File: config.mk
export PLATFORM = sky130hd
export DESIGN_NAME = ledmr_core
export DESIGN_NICKNAME = d
export VERILOG_FILES = /design/src/design/ledmr_core.v /design/src/design/ledmr_sync.v
export VERILOG_INCLUDE_DIRS = /design/src /design/src/shared
export SDC_FILE = /design/constraint.sdc
export NUM_CORES = 1
export LEC_CHECK = 0
export BUFFER_PORTS_ARGS = -buffer_cell sky130_fd_sc_hd__buf_2
export CORE_UTILIZATION = 60
export CTS_BUF_LIST = sky130_fd_sc_hd__clkbuf_4 sky130_fd_sc_hd__clkbuf_8
export DETAILED_ROUTE_END_ITERATION = 7
export PLACE_DENSITY_LB_ADDON = 0.15
export SLEW_MARGIN = 0
export SYNTH_ARGS = -nofsm -noshare
export SYNTH_HDL_FRONTEND = slang
export SYNTH_SLANG_ARGS = --single-unit
File: constraint.sdc
create_clock -name clk_sys -period 4.88 [get_ports clk_sys]
set_input_delay 0.976 -clock clk_sys [delete_from_list [all_inputs] [get_ports clk_sys]]
set_output_delay 0.976 -clock clk_sys [all_outputs]
set_load 0.02 [all_outputs]
File: src/shared/ledmr_regs.vh
`ifndef LEDMR_REGS_VH
`define LEDMR_REGS_VH

// ------------------------------------------------------------
// Slave addresses (7-bit form)
// ------------------------------------------------------------
`define LEDMR_ADDR_BASE 7'h32

// ------------------------------------------------------------
// Register map
// ------------------------------------------------------------
`define LEDMR_REG_MODE 8'h01
`define LEDMR_PROG_LO 8'h10
`define LEDMR_PROG_HI 8'h6F
`define LEDMR_PROG_CH_BYTES 8'h20

// ------------------------------------------------------------
// Mode field layout and codes
// ------------------------------------------------------------
`define LEDMR_MODE_W 6
`define LEDMR_MODE_RESET 6'h00
`define LEDMR_MODE_DIS 2'h0
`define LEDMR_MODE_LOAD 2'h1
`define LEDMR_MODE_RUN 2'h2
`define LEDMR_MODE_DIRECT 2'h3
`define LEDMR_CH0_LSB 4
`define LEDMR_CH1_LSB 2
`define LEDMR_CH2_LSB 0

// ------------------------------------------------------------
// Sequencer bits
// ------------------------------------------------------------
`define LEDMR_BIT_LAST 3'h7
`define LEDMR_PC_ZERO 4'h0

`endif
File: src/design/ledmr_core.v
`timescale 1ns/1ps
`include "ledmr_regs.vh"

// Notes on behaviour
// Master gives ninth clock for acknowledge
// Receiver holds SDA low through acknowledge
// Transmitter releases SDA during acknowledge
// Master ends read by not acknowledging
// Seven-bit slave address follows start
// Two select pins pick one of four addresses
// Eighth bit selects read or write
// Acknowledge only own address, else stay off
// Write: pointer byte then data, each acknowledged
// Pointer advances after each written byte
// Read needs pointer write then repeated start
// Pointer advances on each master acknowledge; code advances it after every sent byte, nacked too
// Read ends on no-acknowledge, SDA released
// Repeated start begins a new address phase
// Mode register holds three two-bit fields
// Disabled, load, direct reset program counter
// Disabled channel drives zero current
// Host spaces mode writes over 153 us
// Sixteen 16-bit instructions per channel
// Storage at 10h-2Fh, 30h-4Fh, 50h-6Fh
// Storage open only with a loading channel
// Loading holds execution and freezes duty
// Bytes are eight bits, MSB first
// Start and stop detected at any time
// Stray SDA change under high SCL aborts
// Writes to non-loading storage are dropped
module ledmr_core #(
    parameter PROG_WORDS = 16
) (
    // Clock and reset
    input wire clk_sys,
    input wire rst,
    // Serial bus
    input wire scl_in,
    input wire sda_in,
    output reg sda_out,
    output reg sda_oe,
    // Address select straps
    input wire [1:0] addr_sel,
    // Channel control
    output reg [`LEDMR_MODE_W-1:0] channel_operation_mode,
    output reg [2:0] pc_clear,
    output reg [2:0] channel_off,
    output reg exec_hold,
    output reg [2:0] duty_freeze
);
    localparam ST_IDLE = 3'h0;
    localparam ST_ADDR = 3'h1;
    localparam ST_PTR = 3'h2;
    localparam ST_WDATA = 3'h3;
    localparam ST_RDATA = 3'h4;
    localparam ST_IGNORE = 3'h5;

    wire scl;
    wire sda;
    reg scl_d;
    reg sda_d;
    reg [2:0] state;
    reg [2:0] bit_cnt;
    reg [7:0] shifter;
    reg [7:0] pointer;
    reg in_ack;
    reg ack_drive;
    reg rw_read;
    reg [7:0] tx_byte;
    reg master_nack;
    reg [7:0] mem [0:3*2*PROG_WORDS-1];
    reg [7:0] rd_data;
    reg first_fall;
    wire [1:0] sel;

    // --------------------------------------------------------
    // Pin synchronisers
    // --------------------------------------------------------
    // Straps are pins too; filtered like the bus lines
    ledmr_sync #(.RESET_VAL(1'b0)) u_sel0 (
        .clk_sys(clk_sys),
        .rst(rst),
        .line_in(addr_sel[0]),
        .line_out(sel[0])
    );
    ledmr_sync #(.RESET_VAL(1'b0)) u_sel1 (
        .clk_sys(clk_sys),
        .rst(rst),
        .line_in(addr_sel[1]),
        .line_out(sel[1])
    );
    ledmr_sync #(.RESET_VAL(1'b1)) u_scl (
        .clk_sys(clk_sys),
        .rst(rst),
        .line_in(scl_in),
        .line_out(scl)
    );
    ledmr_sync #(.RESET_VAL(1'b1)) u_sda (
        .clk_sys(clk_sys),
        .rst(rst),
        .line_in(sda_in),
        .line_out(sda)
    );

    // --------------------------------------------------------
    // Bus events
    // --------------------------------------------------------
    wire scl_rise = scl & ~scl_d;
    wire scl_fall = ~scl & scl_d;
    wire start_ev = scl & scl_d & sda_d & ~sda;
    wire stop_ev = scl & scl_d & ~sda_d & sda;
    wire [6:0] own_addr = `LEDMR_ADDR_BASE + {5'h00, sel};

    // --------------------------------------------------------
    // Program storage decode
    // --------------------------------------------------------
    wire [7:0] prog_off = pointer - `LEDMR_PROG_LO;
    wire in_prog = (pointer >= `LEDMR_PROG_LO) &&
        (pointer <= `LEDMR_PROG_HI);
    wire [1:0] prog_ch = (prog_off < `LEDMR_PROG_CH_BYTES) ? 2'h0 :
        (prog_off < (`LEDMR_PROG_CH_BYTES << 1)) ? 2'h1 : 2'h2;
    wire [1:0] mode_of_ch = (prog_ch == 2'h0) ?
        channel_operation_mode[`LEDMR_CH0_LSB+:2] :
        (prog_ch == 2'h1) ? channel_operation_mode[`LEDMR_CH1_LSB+:2] :
        channel_operation_mode[`LEDMR_CH2_LSB+:2];
    wire [2:0] loading;
    assign loading[0] =
        channel_operation_mode[`LEDMR_CH0_LSB+:2] == `LEDMR_MODE_LOAD;
    assign loading[1] =
        channel_operation_mode[`LEDMR_CH1_LSB+:2] == `LEDMR_MODE_LOAD;
    assign loading[2] =
        channel_operation_mode[`LEDMR_CH2_LSB+:2] == `LEDMR_MODE_LOAD;
    wire any_load = |loading;
    // Two bytes per instruction, channel by channel
    wire [6:0] mem_idx = prog_off[6:0];

    // --------------------------------------------------------
    // Read data select
    // --------------------------------------------------------
    // Unmapped addresses and closed storage read zero
    always @* begin
        rd_data = 8'h00;
        if (pointer == `LEDMR_REG_MODE) begin
            rd_data = {2'h0, channel_operation_mode};
        end else if (in_prog && any_load) begin
            rd_data = mem[mem_idx];
        end
    end

    // --------------------------------------------------------
    // Bus state machine
    // --------------------------------------------------------
    always @(posedge clk_sys or posedge rst) begin
        if (rst) begin
            scl_d <= 1'b1;
            sda_d <= 1'b1;
            state <= ST_IDLE;
            bit_cnt <= 3'h0;
            shifter <= 8'h00;
            pointer <= 8'h00;
            in_ack <= 1'b0;
            ack_drive <= 1'b0;
            rw_read <= 1'b0;
            tx_byte <= 8'h00;
            master_nack <= 1'b0;
            first_fall <= 1'b0;
            sda_out <= 1'b0;
            sda_oe <= 1'b0;
            channel_operation_mode <= `LEDMR_MODE_RESET;
        end else begin
            scl_d <= scl;
            sda_d <= sda;
            if (start_ev) begin
                // Repeated start also lands here
                state <= ST_ADDR;
                first_fall <= 1'b1;
                bit_cnt <= 3'h0;
                in_ack <= 1'b0;
                ack_drive <= 1'b0;
                sda_oe <= 1'b0;
            end else if (stop_ev) begin
                state <= ST_IDLE;
                sda_oe <= 1'b0;
                in_ack <= 1'b0;
            end else if (scl && scl_d && (sda != sda_d) &&
                    state != ST_IDLE) begin
                // Cut transfer: stay off the bus until the next start
                state <= ST_IGNORE;
                sda_oe <= 1'b0;
            end else if (scl_rise && state != ST_IDLE &&
                    state != ST_IGNORE) begin
                if (in_ack) begin
                    // Sample master acknowledge on read data
                    master_nack <= sda;
                end else if (state != ST_RDATA) begin
                    shifter <= {shifter[6:0], sda};
                end
            end else if (scl_fall && state != ST_IDLE &&
                    state != ST_IGNORE) begin
                if (first_fall) begin
                    // Fall that closes the start is not a data bit
                    first_fall <= 1'b0;
                end else if (in_ack) begin
                    in_ack <= 1'b0;
                    sda_oe <= 1'b0;
                    bit_cnt <= 3'h0;
                    if (state == ST_ADDR) begin
                        if (!ack_drive) begin
                            state <= ST_IGNORE;
                        end else if (rw_read) begin
                            state <= ST_RDATA;
                            tx_byte <= rd_data;
                            sda_out <= rd_data[7];
                            sda_oe <= ~rd_data[7];
                        end else begin
                            state <= ST_PTR;
                        end
                    end else if (state == ST_PTR) begin
                        state <= ST_WDATA;
                    end else if (state == ST_RDATA) begin
                        if (master_nack) begin
                            state <= ST_IGNORE;
                        end else begin
                            tx_byte <= rd_data;
                            sda_out <= rd_data[7];
                            sda_oe <= ~rd_data[7];
                        end
                    end
                    ack_drive <= 1'b0;
                end else if (bit_cnt == `LEDMR_BIT_LAST) begin
                    in_ack <= 1'b1;
                    if (state == ST_ADDR) begin
                        rw_read <= shifter[0];
                        if (shifter[7:1] == own_addr) begin
                            ack_drive <= 1'b1;
                            sda_out <= 1'b0;
                            sda_oe <= 1'b1;
                        end
                    end else if (state == ST_PTR) begin
                        pointer <= shifter;
                        sda_out <= 1'b0;
                        sda_oe <= 1'b1;
                    end else if (state == ST_WDATA) begin
                        if (pointer == `LEDMR_REG_MODE) begin
                            channel_operation_mode <=
                                shifter[`LEDMR_MODE_W-1:0];
                        end
                        pointer <= pointer + 8'h01;
                        sda_out <= 1'b0;
                        sda_oe <= 1'b1;
                    end else begin
                        // Release for master acknowledge
                        sda_oe <= 1'b0;
                        // Moves before the answer; a nack leaves it one past
                        pointer <= pointer + 8'h01;
                    end
                end else begin
                    bit_cnt <= bit_cnt + 3'h1;
                    if (state == ST_RDATA) begin
                        sda_out <= tx_byte[3'h6 - bit_cnt];
                        sda_oe <= ~tx_byte[3'h6 - bit_cnt];
                    end
                end
            end
        end
    end

    // --------------------------------------------------------
    // Program storage write
    // --------------------------------------------------------
    always @(posedge clk_sys) begin
        if (!rst && scl_fall && !in_ack && state == ST_WDATA &&
                bit_cnt == `LEDMR_BIT_LAST && !start_ev && !stop_ev &&
                in_prog && mode_of_ch == `LEDMR_MODE_LOAD) begin
            mem[mem_idx] <= shifter;
        end
    end

    // --------------------------------------------------------
    // Channel control outputs
    // --------------------------------------------------------
    // Registered so that every output comes from a flop
    integer i;
    always @(posedge clk_sys or posedge rst) begin
        if (rst) begin
            pc_clear <= 3'h7;
            channel_off <= 3'h7;
            exec_hold <= 1'b0;
            duty_freeze <= 3'h0;
        end else begin
            for (i = 0; i < 3; i = i + 1) begin
                pc_clear[i] <= (channel_operation_mode[(2-i)*2+:2] !=
                    `LEDMR_MODE_RUN);
                channel_off[i] <= (channel_operation_mode[(2-i)*2+:2] ==
                    `LEDMR_MODE_DIS);
                duty_freeze[i] <= any_load &&
                    (channel_operation_mode[(2-i)*2+:2] !=
                    `LEDMR_MODE_LOAD);
            end
            exec_hold <= any_load;
        end
    end
endmodule

File: src/design/ledmr_sync.v
`timescale 1ns/1ps
// ------------------------------------------------------------
// Three-stage synchroniser with agreement filter
// ------------------------------------------------------------
module ledmr_sync #(
    parameter RESET_VAL = 1'b1
) (
    // Clock and reset
    input wire clk_sys,
    input wire rst,
    // Line
    input wire line_in,
    output reg line_out
);
    reg s1;
    reg s2;
    reg s3;

    // Only s2 and s3 are looked at; s1 may be metastable
    always @(posedge clk_sys or posedge rst) begin
        if (rst) begin
            s1 <= RESET_VAL;
            s2 <= RESET_VAL;
            s3 <= RESET_VAL;
            line_out <= RESET_VAL;
        end else begin
            s1 <= line_in;
            s2 <= s1;
            s3 <= s2;
            if (s2 == s3) begin
                line_out <= s3;
            end
        end
    end
endmodule

# Word level (Yosys, flattened, before mapping)
# Memory sizes are Yosys's and may differ from the RTL's.
# Index checks and enable logic that the tools add are counted.
[op_classes]
add_sub_neg = 5
order_cmp = 5
eq_ne = 47
mux = 92
bitwise_logic = 21
n_reduce_logical = 55
[op_table]
columns = ["operator", "count"]
rows = [
  ["2-to-1 mux 8 bit", 9],
  ["2-to-1 mux 3 bit", 21],
  ["2-to-1 mux 1 bit", 57],
  ["!= test 3 bit, second input constant", 8],
  ["AND reduction 12 bit", 2],
  ["logical AND 1 bit", 20],
  ["!= test 2 bit, second input constant", 9],
  ["AND reduction 6 bit", 3],
  ["AND reduction 9 bit", 2],
  ["nonzero test 3 bit", 6],
  ["nonzero test 6 bit", 3],
  ["NOT 1 bit", 14],
  ["AND reduction 14 bit", 1],
  ["== test 2 x 1 -> 1 bit, second input constant", 5],
  ["!= test 2 x 1 -> 1 bit, second input constant", 5],
  ["AND reduction 5 bit", 2],
  ["adder 8 x 1 -> 8 bit, second input constant", 1],
  ["== test 8 x 1 -> 1 bit, second input constant", 1],
  ["greater-or-equal comparator 8 x 5 -> 1 bit, second input constant", 1],
  ["less-or-equal comparator 8 x 7 -> 1 bit, second input constant", 1],
  ["logical NOT 2 bit", 4],
  ["< comparator 8 x 6 -> 1 bit, second input constant", 1],
  ["< comparator 8 x 7 -> 1 bit, second input constant", 1],
  ["2-to-1 mux 2 bit", 4],
  ["other kinds (25)", 44],
]
[word_totals]
regBits = 71
ram_bits = 768
out_inout_bits = 18
mem_count = 1
[memory_table]
columns = ["memory", "words", "width", "rd", "rd_clocked_by_memory_dff", "wr", "line_no", "rtl"]
rows = [
  ["mem", 96, 8, 1, 0, 1, "ledmr_core.v:71", "reg [7:0] mem [0:3*2*PROG_WORDS-1];"],
]

# Depth between registers and ports, before layout
# Gate-level depths: netlist of the first run.
[depth]
ltp_word = 17
ltp_mapped = 13

# Hierarchy
# From an unflattened synthesis of the first run, not the netlist that was laid out.
[hier_totals]
cells_unflattened = 1959
hier_area_um2 = 33687.3
[by_module_without_submodules]
columns = ["module", "n_inst", "cells_per_inst", "area_each_um2", "seq_area_each_um2"]
rows = [
  ["ledmr_core", 1, 1935, 33216.9, 24448.4],
  ["ledmr_sync at u_scl ...", 2, 6, 120.1, 105.1],
  ["ledmr_sync at u_sel0 ...", 2, 6, 115.1, 100.1],
]

# Worst setup path after synthesis of the first run
# OpenSTA, ideal clock, no wires.
[synth_path]
kind = "register to register"
start = "register pointer[1]"
end = "memory mem[66][0] (enable)"
setup_time_ps = 370
t_arrival_ps = 3213
required_time_ps = 4510
path_slack_ps = 1297
stages_incl_launch_ff = 13
path_buffers = 5
period_less_slack_ps = 3583
path_cell_list = "dfrtp_1 -> buf_2 -> inv_1 -> buf_2 -> buf_1 -> buf_1 -> ha_1 -> a31oi_1 -> a311o_1 -> nor4_4 -> nand2_1 -> clkbuf_1 -> nor2_1"
[synth_via]
elab_chain_len = 11
word_cells_on_any_way = 17
classes_between = "1 x add/sub; 4 x order compare; 2 x eq/ne; 6 x mux; 4 x reduce/logical"
[synth_rtl]
columns = ["element", "line_no", "rtl"]
rows = [
  ["start, declared", "ledmr_core.v:65", "reg [7:0] pointer;"],
  ["start signal, assigned", "ledmr_core.v:240", "pointer <= shifter;"],
  ["start signal, assigned", "ledmr_core.v:248", "pointer <= pointer + 8'h01;"],
  ["start signal, assigned", "ledmr_core.v:255", "pointer <= pointer + 8'h01;"],
  ["subtractor 8 x 5 -> 8 bit (no source line)", "-", ""],
  ["< comparator 8 x 7 -> 1 bit", "ledmr_core.v:121", "(prog_off < (`LEDMR_PROG_CH_BYTES << 1)) ? 2'h1 : 2'h2;"],
  ["2-to-1 mux 2 bit", "ledmr_core.v:121", ""],
  ["2-to-1 mux 2 bit", "ledmr_core.v:120", "wire [1:0] prog_ch = (prog_off < `LEDMR_PROG_CH_BYTES) ? 2'h0 :"],
  ["== test 2 x 1 -> 1 bit", "ledmr_core.v:124", "(prog_ch == 2'h1) ? channel_operation_mode[`LEDMR_CH1_LSB+:2] :"],
  ["2-to-1 mux 2 bit", "ledmr_core.v:124", ""],
  ["2-to-1 mux 2 bit", "ledmr_core.v:122", "wire [1:0] mode_of_ch = (prog_ch == 2'h0) ?"],
  ["== test 2 x 1 -> 1 bit (no source line)", "-", ""],
  ["logical AND 1 bit (no source line)", "-", ""],
  ["2-to-1 mux 1 bit", "ledmr_core.v:272", "if (!rst && scl_fall && !in_ack && state == ST_WDATA &&"],
  ["2-to-1 mux 1 bit (not written as such)", "ledmr_core.v:275", "mem[mem_idx] <= shifter;"],
  ["end, declared", "ledmr_core.v:71", ""],
]
# Several ways; a longest one is shown, not always the timed one.

# Worst setup path in the final report of the first run
[layout_path]
start = "register pointer[2]"
end = "register tx_byte[6]"
[layout_via]
elab_chain_len = 9
word_cells_on_any_way = 15
classes_between = "1 x add/sub; 2 x order compare; 1 x eq/ne; 8 x mux; 2 x reduce/logical; 1 x memory"
[layout_rtl]
columns = ["element", "line_no", "rtl"]
rows = [
  ["parallel branches: the longest is 4 deep, another holds subtractor 8 x 5 -> 8 bit", "-", ""],
  ["2-to-1 mux 8 bit *", "ledmr_core.v:143", "if (pointer == `LEDMR_REG_MODE) begin"],
  ["2-to-1 mux 8 bit", "ledmr_core.v:221", "if (master_nack) begin"],
  ["2-to-1 mux 8 bit", "ledmr_core.v:220", "end else if (state == ST_RDATA) begin"],
  ["2-to-1 mux 8 bit", "ledmr_core.v:218", "end else if (state == ST_PTR) begin"],
  ["2-to-1 mux 8 bit *", "ledmr_core.v:207", "if (state == ST_ADDR) begin"],
  ["end signal, assigned", "ledmr_core.v:212", "tx_byte <= rd_data;"],
  ["end signal, assigned", "ledmr_core.v:224", "tx_byte <= rd_data;"],
  ["end, declared", "ledmr_core.v:69", "reg [7:0] tx_byte;"],
]
# Every way passes the cells marked *. The select of a mux whose other input is x is not followed.
# A chain may end at the register's enable or synchronous reset.

==> impl_metrics.env, run 1 <==
export IMPL_num_io_pins=24
export IMPL_clk_latency_ns=0.83
export IMPL_worstSetupEndpointType="flip-flop"
export IMPL_rsz0062_at_grt="no"
export IMPL_cts_root_buf="clkbuf_8"
export IMPL_grt_pass1_wl_um=135500
export IMPL_grt_pass1_vias=19890
export IMPL_critPathBufInv=2
export IMPL_synthArstFlopShare=0.08462
export IMPL_max_stage_delay_ns=0.92
export IMPL_post_route_period_util=0.8428
export IMPL_setup_viol=0
export IMPL_core_region_area_um2=55200
export IMPL_syn_area_um2=33580
export IMPL_wirelength_um=93710
export IMPL_synth_area_leader_cell="edfxtp_1"
export IMPL_peakVddDrop_mv=0.2870
export IMPL_slowest_stage="nor2b_2"
export IMPL_final_nets=2148
export IMPL_yosysSeqAreaShare=0.7402
export IMPL_cp_cell_sequence="buf_12 -> nor2b_2 -> a221oi_1 -> o21ai_0 -> o21ai_0 -> o22ai_1 -> a2111oi_0 -> buf_4 -> a31oi_1"
export IMPL_post_cts_setup_buffers=0
export IMPL_vias=20420
export IMPL_cts_sinks=839
export IMPL_outcome="completed"
export IMPL_cts_made_buffers=136
export IMPL_path_class="flip-flop to flip-flop"
export IMPL_cts_tree="built"
export IMPL_grt_overflow_total=0
export IMPL_synth_ff_type="edfxtp_1"
export IMPL_grt_max_degree=108
export IMPL_postSynthCellCount=2026
export IMPL_cp_top_family="compound AO/OA/AOI/OAI gates"
export IMPL_vias_per_cell=6.844
export IMPL_synth_top_cell_area_share=0.6867
export IMPL_ctsResizeCount=0
export IMPL_arrival_ns=4.84
export IMPL_wl_per_cell_um=31.41
export IMPL_syn_nets=2041
export IMPL_cpMostUsedCell="o21ai_0"
export IMPL_p_per_area_nw_per_um2=394.1
export IMPL_tightest_slew_ns=1.398
export IMPL_fin_crit_ns=4.113
export IMPL_startpoint_type="flip-flop"
export IMPL_synth_edff_count=768
export IMPL_finClkSkew_ns=0.03690
export IMPL_synth_warnings=0
export IMPL_drive_gt1_frac=0.2376
export IMPL_clkTransAtPathRegs_ns=0.06
export IMPL_path_max_fanout=62
export IMPL_dp_slack_ns=0.9670
export IMPL_fmax_ghz=0.2431
export IMPL_p_leak_nw=12.22
export IMPL_maxSlewViolCount=0
export IMPL_place_hpwl_um=55380
export IMPL_critPathRequiredTime_ns=5.60
export IMPL_drt_initial_drc_count=2726
export IMPL_hold_violations=0
export IMPL_cts_max_path_buffers=3
export IMPL_initial_utilization=0.6084
export IMPL_place_congestion=0.9558
export IMPL_htree_levels=4
export IMPL_firstDrtPassIters=6
export IMPL_maxSlewHeadroom=0.06798
export IMPL_regToRegSetupSlack_ns=0.77
export IMPL_grt_usage=0.3368
export IMPL_remaining_drc_errors=0
export IMPL_synth_area_leaders="edfxtp_1, dfrtp_1, mux2_2"
export IMPL_design_die_area_um2=56920
export IMPL_worst_slack_ns=0.7672
export IMPL_rows=86
export IMPL_ant_nets=0
export IMPL_synthDistinctLibCells=82
export IMPL_die_w_um=238.6
export IMPL_hp_class="input pin to flip-flop"
export IMPL_die_h_um=238.6
export IMPL_antenna_found_initial=3
export IMPL_maxCapViolations=0
export IMPL_portBuffers=23
export IMPL_cts_hold_buf=0
export IMPL_avgSynthCellArea_um2=16.58
export IMPL_finalSetupTns_ns=0
export IMPL_synth_seq_cells=839
export IMPL_syn_to_final_growth_pct=11.43
[power breakdown]
part | internal, W | switching (W)
combinational | 0.0000518 | 0.000304
sequential | 0.00811 | 0.000152
clock | 0.00334 | 0.00279
[cell usage in the layout, fill, tap and decap left out, drive strengths merged, types with 18 or more instances in the layout]
cell type / Yosys / layout
edfxtp: 768 / 768
clkbuf: 57 / 197
nor2: 154 / 154
mux2: 104 / 104
buf: 77 / 103
nand2: 100 / 100
mux2i: 71 / 71
a221oi: 71 / 71
o21ai: 71 / 71
a21oi: 63 / 63
a22oi: 58 / 58
dfrtp: 55 / 55
mux4: 50 / 50
clkinv: 2 / 26
a221o: 24 / 24
inv: 10 / 21
o22ai: 20 / 20
nor2b: 20 / 20
a31oi: 18 / 18
[cells by family (layout without fill, tap and decap cells)]
family / count (synthesis) / in the layout / share of synthesized area
AO/OA/AOI/OAI: 427 / 427 / 0.09143
multiplexers: 225 / 225 / 0.08957
XOR/XNOR: 5 / 5 / 0.001304
adder cells (fa/ha/maj): 13 / 13 / 0.004546
buffers and inverters: 146 / 355 / 0.02038
flip-flops: 839 / 839 / 0.7402
other: 0 / 1 / 0
AND/OR/NAND/NOR: 371 / 371 / 0.05253
[metal layers]
metal	up-vias	global-route usage	share of wire
met5	-	0	0.00021
met4	4	0.1577	0.041
met3	241	0.08972	0.12
met2	1435	0.4968	0.46
met1	10380	0.4720	0.38
li1	8361	-	-
[cell usage after synthesis (4+ instances only)]
cell / n
edfxtp_1: 768
o2bb2ai_1: 9
a221oi_1: 71
nor2b_1: 20
o221ai_1: 13
nand3_1: 17
o22ai_1: 20
mux2_2: 104
o21ai_0: 71
o211ai_1: 7
a211oi_1: 15
nand2_1: 100
buf_2: 49
nor2_1: 154
nand2b_1: 11
dfrtp_1: 55
a32oi_1: 4
dfstp_2: 16
clkbuf_1: 57
o22a_1: 7
mux4_2: 50
a221o_1: 24
and3_1: 9
or3_1: 4
ha_1: 9
buf_1: 8
buf_4: 20
a2111oi_0: 6
a22oi_1: 58
and2_1: 5
a31oi_1: 18
a22o_1: 5
nor3b_1: 10
o31ai_1: 5
inv_1: 9
a21oi_1: 63
nor4bb_1: 4
mux2i_1: 71
nor3_1: 10
nand4_1: 4
maj3_1: 4
[state kept, by name, summed over array words and instances, names as in the netlist, 3 cells and up]
signal,count
mem,768
pointer,8
shifter,8
tx_byte,8
channel_operation_mode,6
bit_cnt,3
channel_off,3
duty_freeze,3
pc_clear,3
state,3
[area by class of cell]
cell class | instances | area (um^2)
fillers | 3650 | 17780
well taps | 748 | 935.9
inverters | 12 | 45.04
multi-input cells | 1041 | 8074
clock buffers | 197 | 2361
clock inverters | 43 | 352.8
repair buffers | 103 | 750.7
diodes | 1 | 2.502
flip-flops and latches | 839 | 24900
[through the flow]
stage / cell area [um^2] / hold WS, ns / power [W] / util / cells
2_1_floorplan: 33580 / 0.3312 / 0.008505 / - / 2026
3_3_place_gp: 34700 / 0.3338 / 0.008756 / 0.6286 / 2742
3_5_place_dp: 34700 / 0.3490 / 0.008762 / 0.6286 / 2742
4_1_cts: 37410 / 0.2289 / 0.01480 / 0.6778 / 2982
5_1_grt: 37420 / 0.2642 / 0.01510 / 0.6779 / 2984
6_report: 37420 / 0.2830 / 0.01475 / 0.6779 / 2984
[final timing paths]
check	from	to	cells after the start
max in group asynchronous	rst	pc_clear[0]$_DFF_PP1_	3
min in group asynchronous	rst	channel_operation_mode[2]$_DFFE_PP0P_	2
worst min register to register	u_sda.s1$_DFF_PP1_	u_sda.s2$_DFF_PP1_	0
worst max register to register	pointer[2]$_DFFE_PP0P_	tx_byte[6]$_DFFE_PP0P_	9
worst min-delay path	sda_in	u_sda.s1$_DFF_PP1_	1
worst max-delay path	pointer[2]$_DFFE_PP0P_	tx_byte[6]$_DFFE_PP0P_	9
Power figures use the tool's default switching activity.
==> run 2: changes to the inputs <==
clock period = 4.2 ns   (was 4.88 ns; I/O delays follow)
==> run 2 against run 1 <==
The run now ends with max-capacitance violations, max-slew violations, negative setup slack left. Final cell count rose by 3.1%. Utilization rose by 1.1 points. Design area rose by 1.6%. Sequential cell count did not move. Critical path type unchanged. Largest power group unchanged.
==> impl_metrics.env, run 2 (synthesis gave the netlist of run 1 again) <==
export IMPL_cts_tree="built"
export IMPL_cts_root_buf="clkbuf_8"
export IMPL_post_route_period_util=1.002
export IMPL_tightest_slew_ns=1.499
export IMPL_remaining_drc_errors=0
export IMPL_place_hpwl_um=55380
export IMPL_die_w_um=238.6
export IMPL_clock_power_share=0.404
export IMPL_path_max_fanout=70
export IMPL_firstDrtPassIters=6
export IMPL_hold_violations=0
export IMPL_ant_nets=0
export IMPL_vias=20500
export IMPL_fin_util=0.6886
export IMPL_whs_ns=0.1700
export IMPL_cts_made_buffers=135
export IMPL_largest_register_ffs=768
export IMPL_hp_class="input pin to flip-flop"
export IMPL_maxCapViolations=1
export IMPL_wirelength_um=91780
export IMPL_comb_power_share=0.021
export IMPL_intPower_w=0.01314
export IMPL_dp_slack_ns=0.1290
export IMPL_maxSlewHeadroom=-0.02506
export IMPL_vias_per_cell=6.663
export IMPL_antenna_found_initial=3
export IMPL_finalSetupTns_ns=-0.008143
export IMPL_final_nets=2242
export IMPL_core_region_area_um2=55200
export IMPL_max_flop_register="mem"
export IMPL_die_h_um=238.6
export IMPL_ctsResizeCount=0
export IMPL_worstSetupEndpointType="flip-flop"
export IMPL_cts_hold_buf=0
export IMPL_fmax_ghz=0.2376
export IMPL_p_leak_nw=12.66
export IMPL_clkTransAtPathRegs_ns=0.07
export IMPL_grt_overflow_total=0
export IMPL_outcome="finished with violations"
export IMPL_startpoint_type="flip-flop"
export IMPL_grt_max_degree=102
export IMPL_design_die_area_um2=56920
export IMPL_post_cts_setup_buffers=0
export IMPL_portBuffers=23
export IMPL_layout_commonest_cell="edfxtp_1"
export IMPL_place_congestion=0.9380
export IMPL_rows=86
export IMPL_switching_share=0.2167
export IMPL_arrival_ns=4.81
export IMPL_htree_levels=4
export IMPL_finClkSkew_ns=0.03364
export IMPL_drt_initial_drc_count=2905
export IMPL_cts_sinks=839
export IMPL_critPathRequiredTime_ns=4.80
export IMPL_p_switching_w=0.003633
export IMPL_maxSlewViolCount=1
export IMPL_violations="max-capacitance violations, max-slew violations, negative setup slack"
export IMPL_layout_common_cells="edfxtp_1, buf_4, nor2_1"
export IMPL_clk_latency_ns=0.79
export IMPL_grt_pass1_vias=20040
export IMPL_peakVddDrop_mv=0.6045
export IMPL_setup_viol=1
export IMPL_path_class="flip-flop to flip-flop"
export IMPL_fin_total_pwr_w=0.01677
export IMPL_wl_per_cell_um=29.84
export IMPL_worst_slack_ns=-0.008143
export IMPL_num_io_pins=24
export IMPL_p_per_area_nw_per_um2=441.1
export IMPL_syn_to_final_growth_pct=13.19
export IMPL_grt_usage=0.3297
export IMPL_fin_crit_ns=4.208
export IMPL_grt_pass1_wl_um=133700
export IMPL_rsz0062_at_grt="no"
export IMPL_drive_gt1_frac=0.2660
export IMPL_power_frac_seq=0.575
export IMPL_initial_utilization=0.6084
export IMPL_cts_max_path_buffers=3
[run 2: worst paths after layout]
path	start	to	slack, ns	cells after the start
max in group asynchronous	rst	scl_d$_DFF_PP1_	2.98	3
min in group asynchronous	rst	pointer[1]$_DFFE_PP0P_	0.34	2
setup / recovery	pointer[0]$_DFFE_PP0P_	tx_byte[2]$_DFFE_PP0P_	-0.008	9
setup reg to reg	pointer[0]$_DFFE_PP0P_	tx_byte[2]$_DFFE_PP0P_	-0.008	9
hold / removal	scl_in	u_scl.s1$_DFF_PP1_	0.17	1
hold reg to reg	u_sel1.s1$_DFF_PP0_	u_sel1.s2$_DFF_PP0_	0.35	0
[run 2: metrics by stage]
| step | instance area (um^2) | instances |
|---|---|---|
| after detailed placement | 35420 | 2838 |
| after global placement | 35420 | 2838 |
| after CTS | 38010 | 3075 |
| final | 38010 | 3076 |
| after global routing | 38010 | 3076 |
| after floorplan | 33580 | 2026 |
[run 2: worst max-delay path, stage by stage, from the launching register on]
cell and delay, ns:
dfrtp_4 0.65, buf_12 0.39, nor2b_4 0.19, buf_4 0.31, a221o_1 0.39, a21oi_1 0.25, o22ai_1 0.10, or3_1 0.35
a2111oi_0 1.16, a21oi_1 0.17
[run 2: per-layer routing]
| metal | global-route usage | up-vias | part of all wire |
|---|---|---|---|
| li1 | - | 8517 | - |
| met1 | 0.4698 | 10280 | 0.38 |
| met5 | 0 | - | 0.00025 |
| met4 | 0.1515 | 4 | 0.040 |
| met3 | 0.08256 | 250 | 0.12 |
| met2 | 0.4834 | 1441 | 0.45 |
[run 2: power by group through the flow]
stage / logic, W / clock network, W / registers (W)
global placement: 0.000332 / 0 / 0.00980
CTS: 0.000342 / 0.00686 / 0.00964
floorplan: 0.0000832 / 0 / 0.00980
global route: 0.000364 / 0.00719 / 0.00965
detailed placement: 0.000340 / 0 / 0.00981
finish: 0.000347 / 0.00678 / 0.00964
[run 2: cell type report]
type / count / area [um^2]
clock inverter: 44 / 246.5
timing repair buffer: 198 / 1466
clock buffer: 193 / 2344
sequential: 839 / 24900
antenna: 1 / 2.502
fill: 3672 / 17190
tap: 748 / 935.9
inverter: 12 / 45.04
multi-input combinational: 1041 / 8075
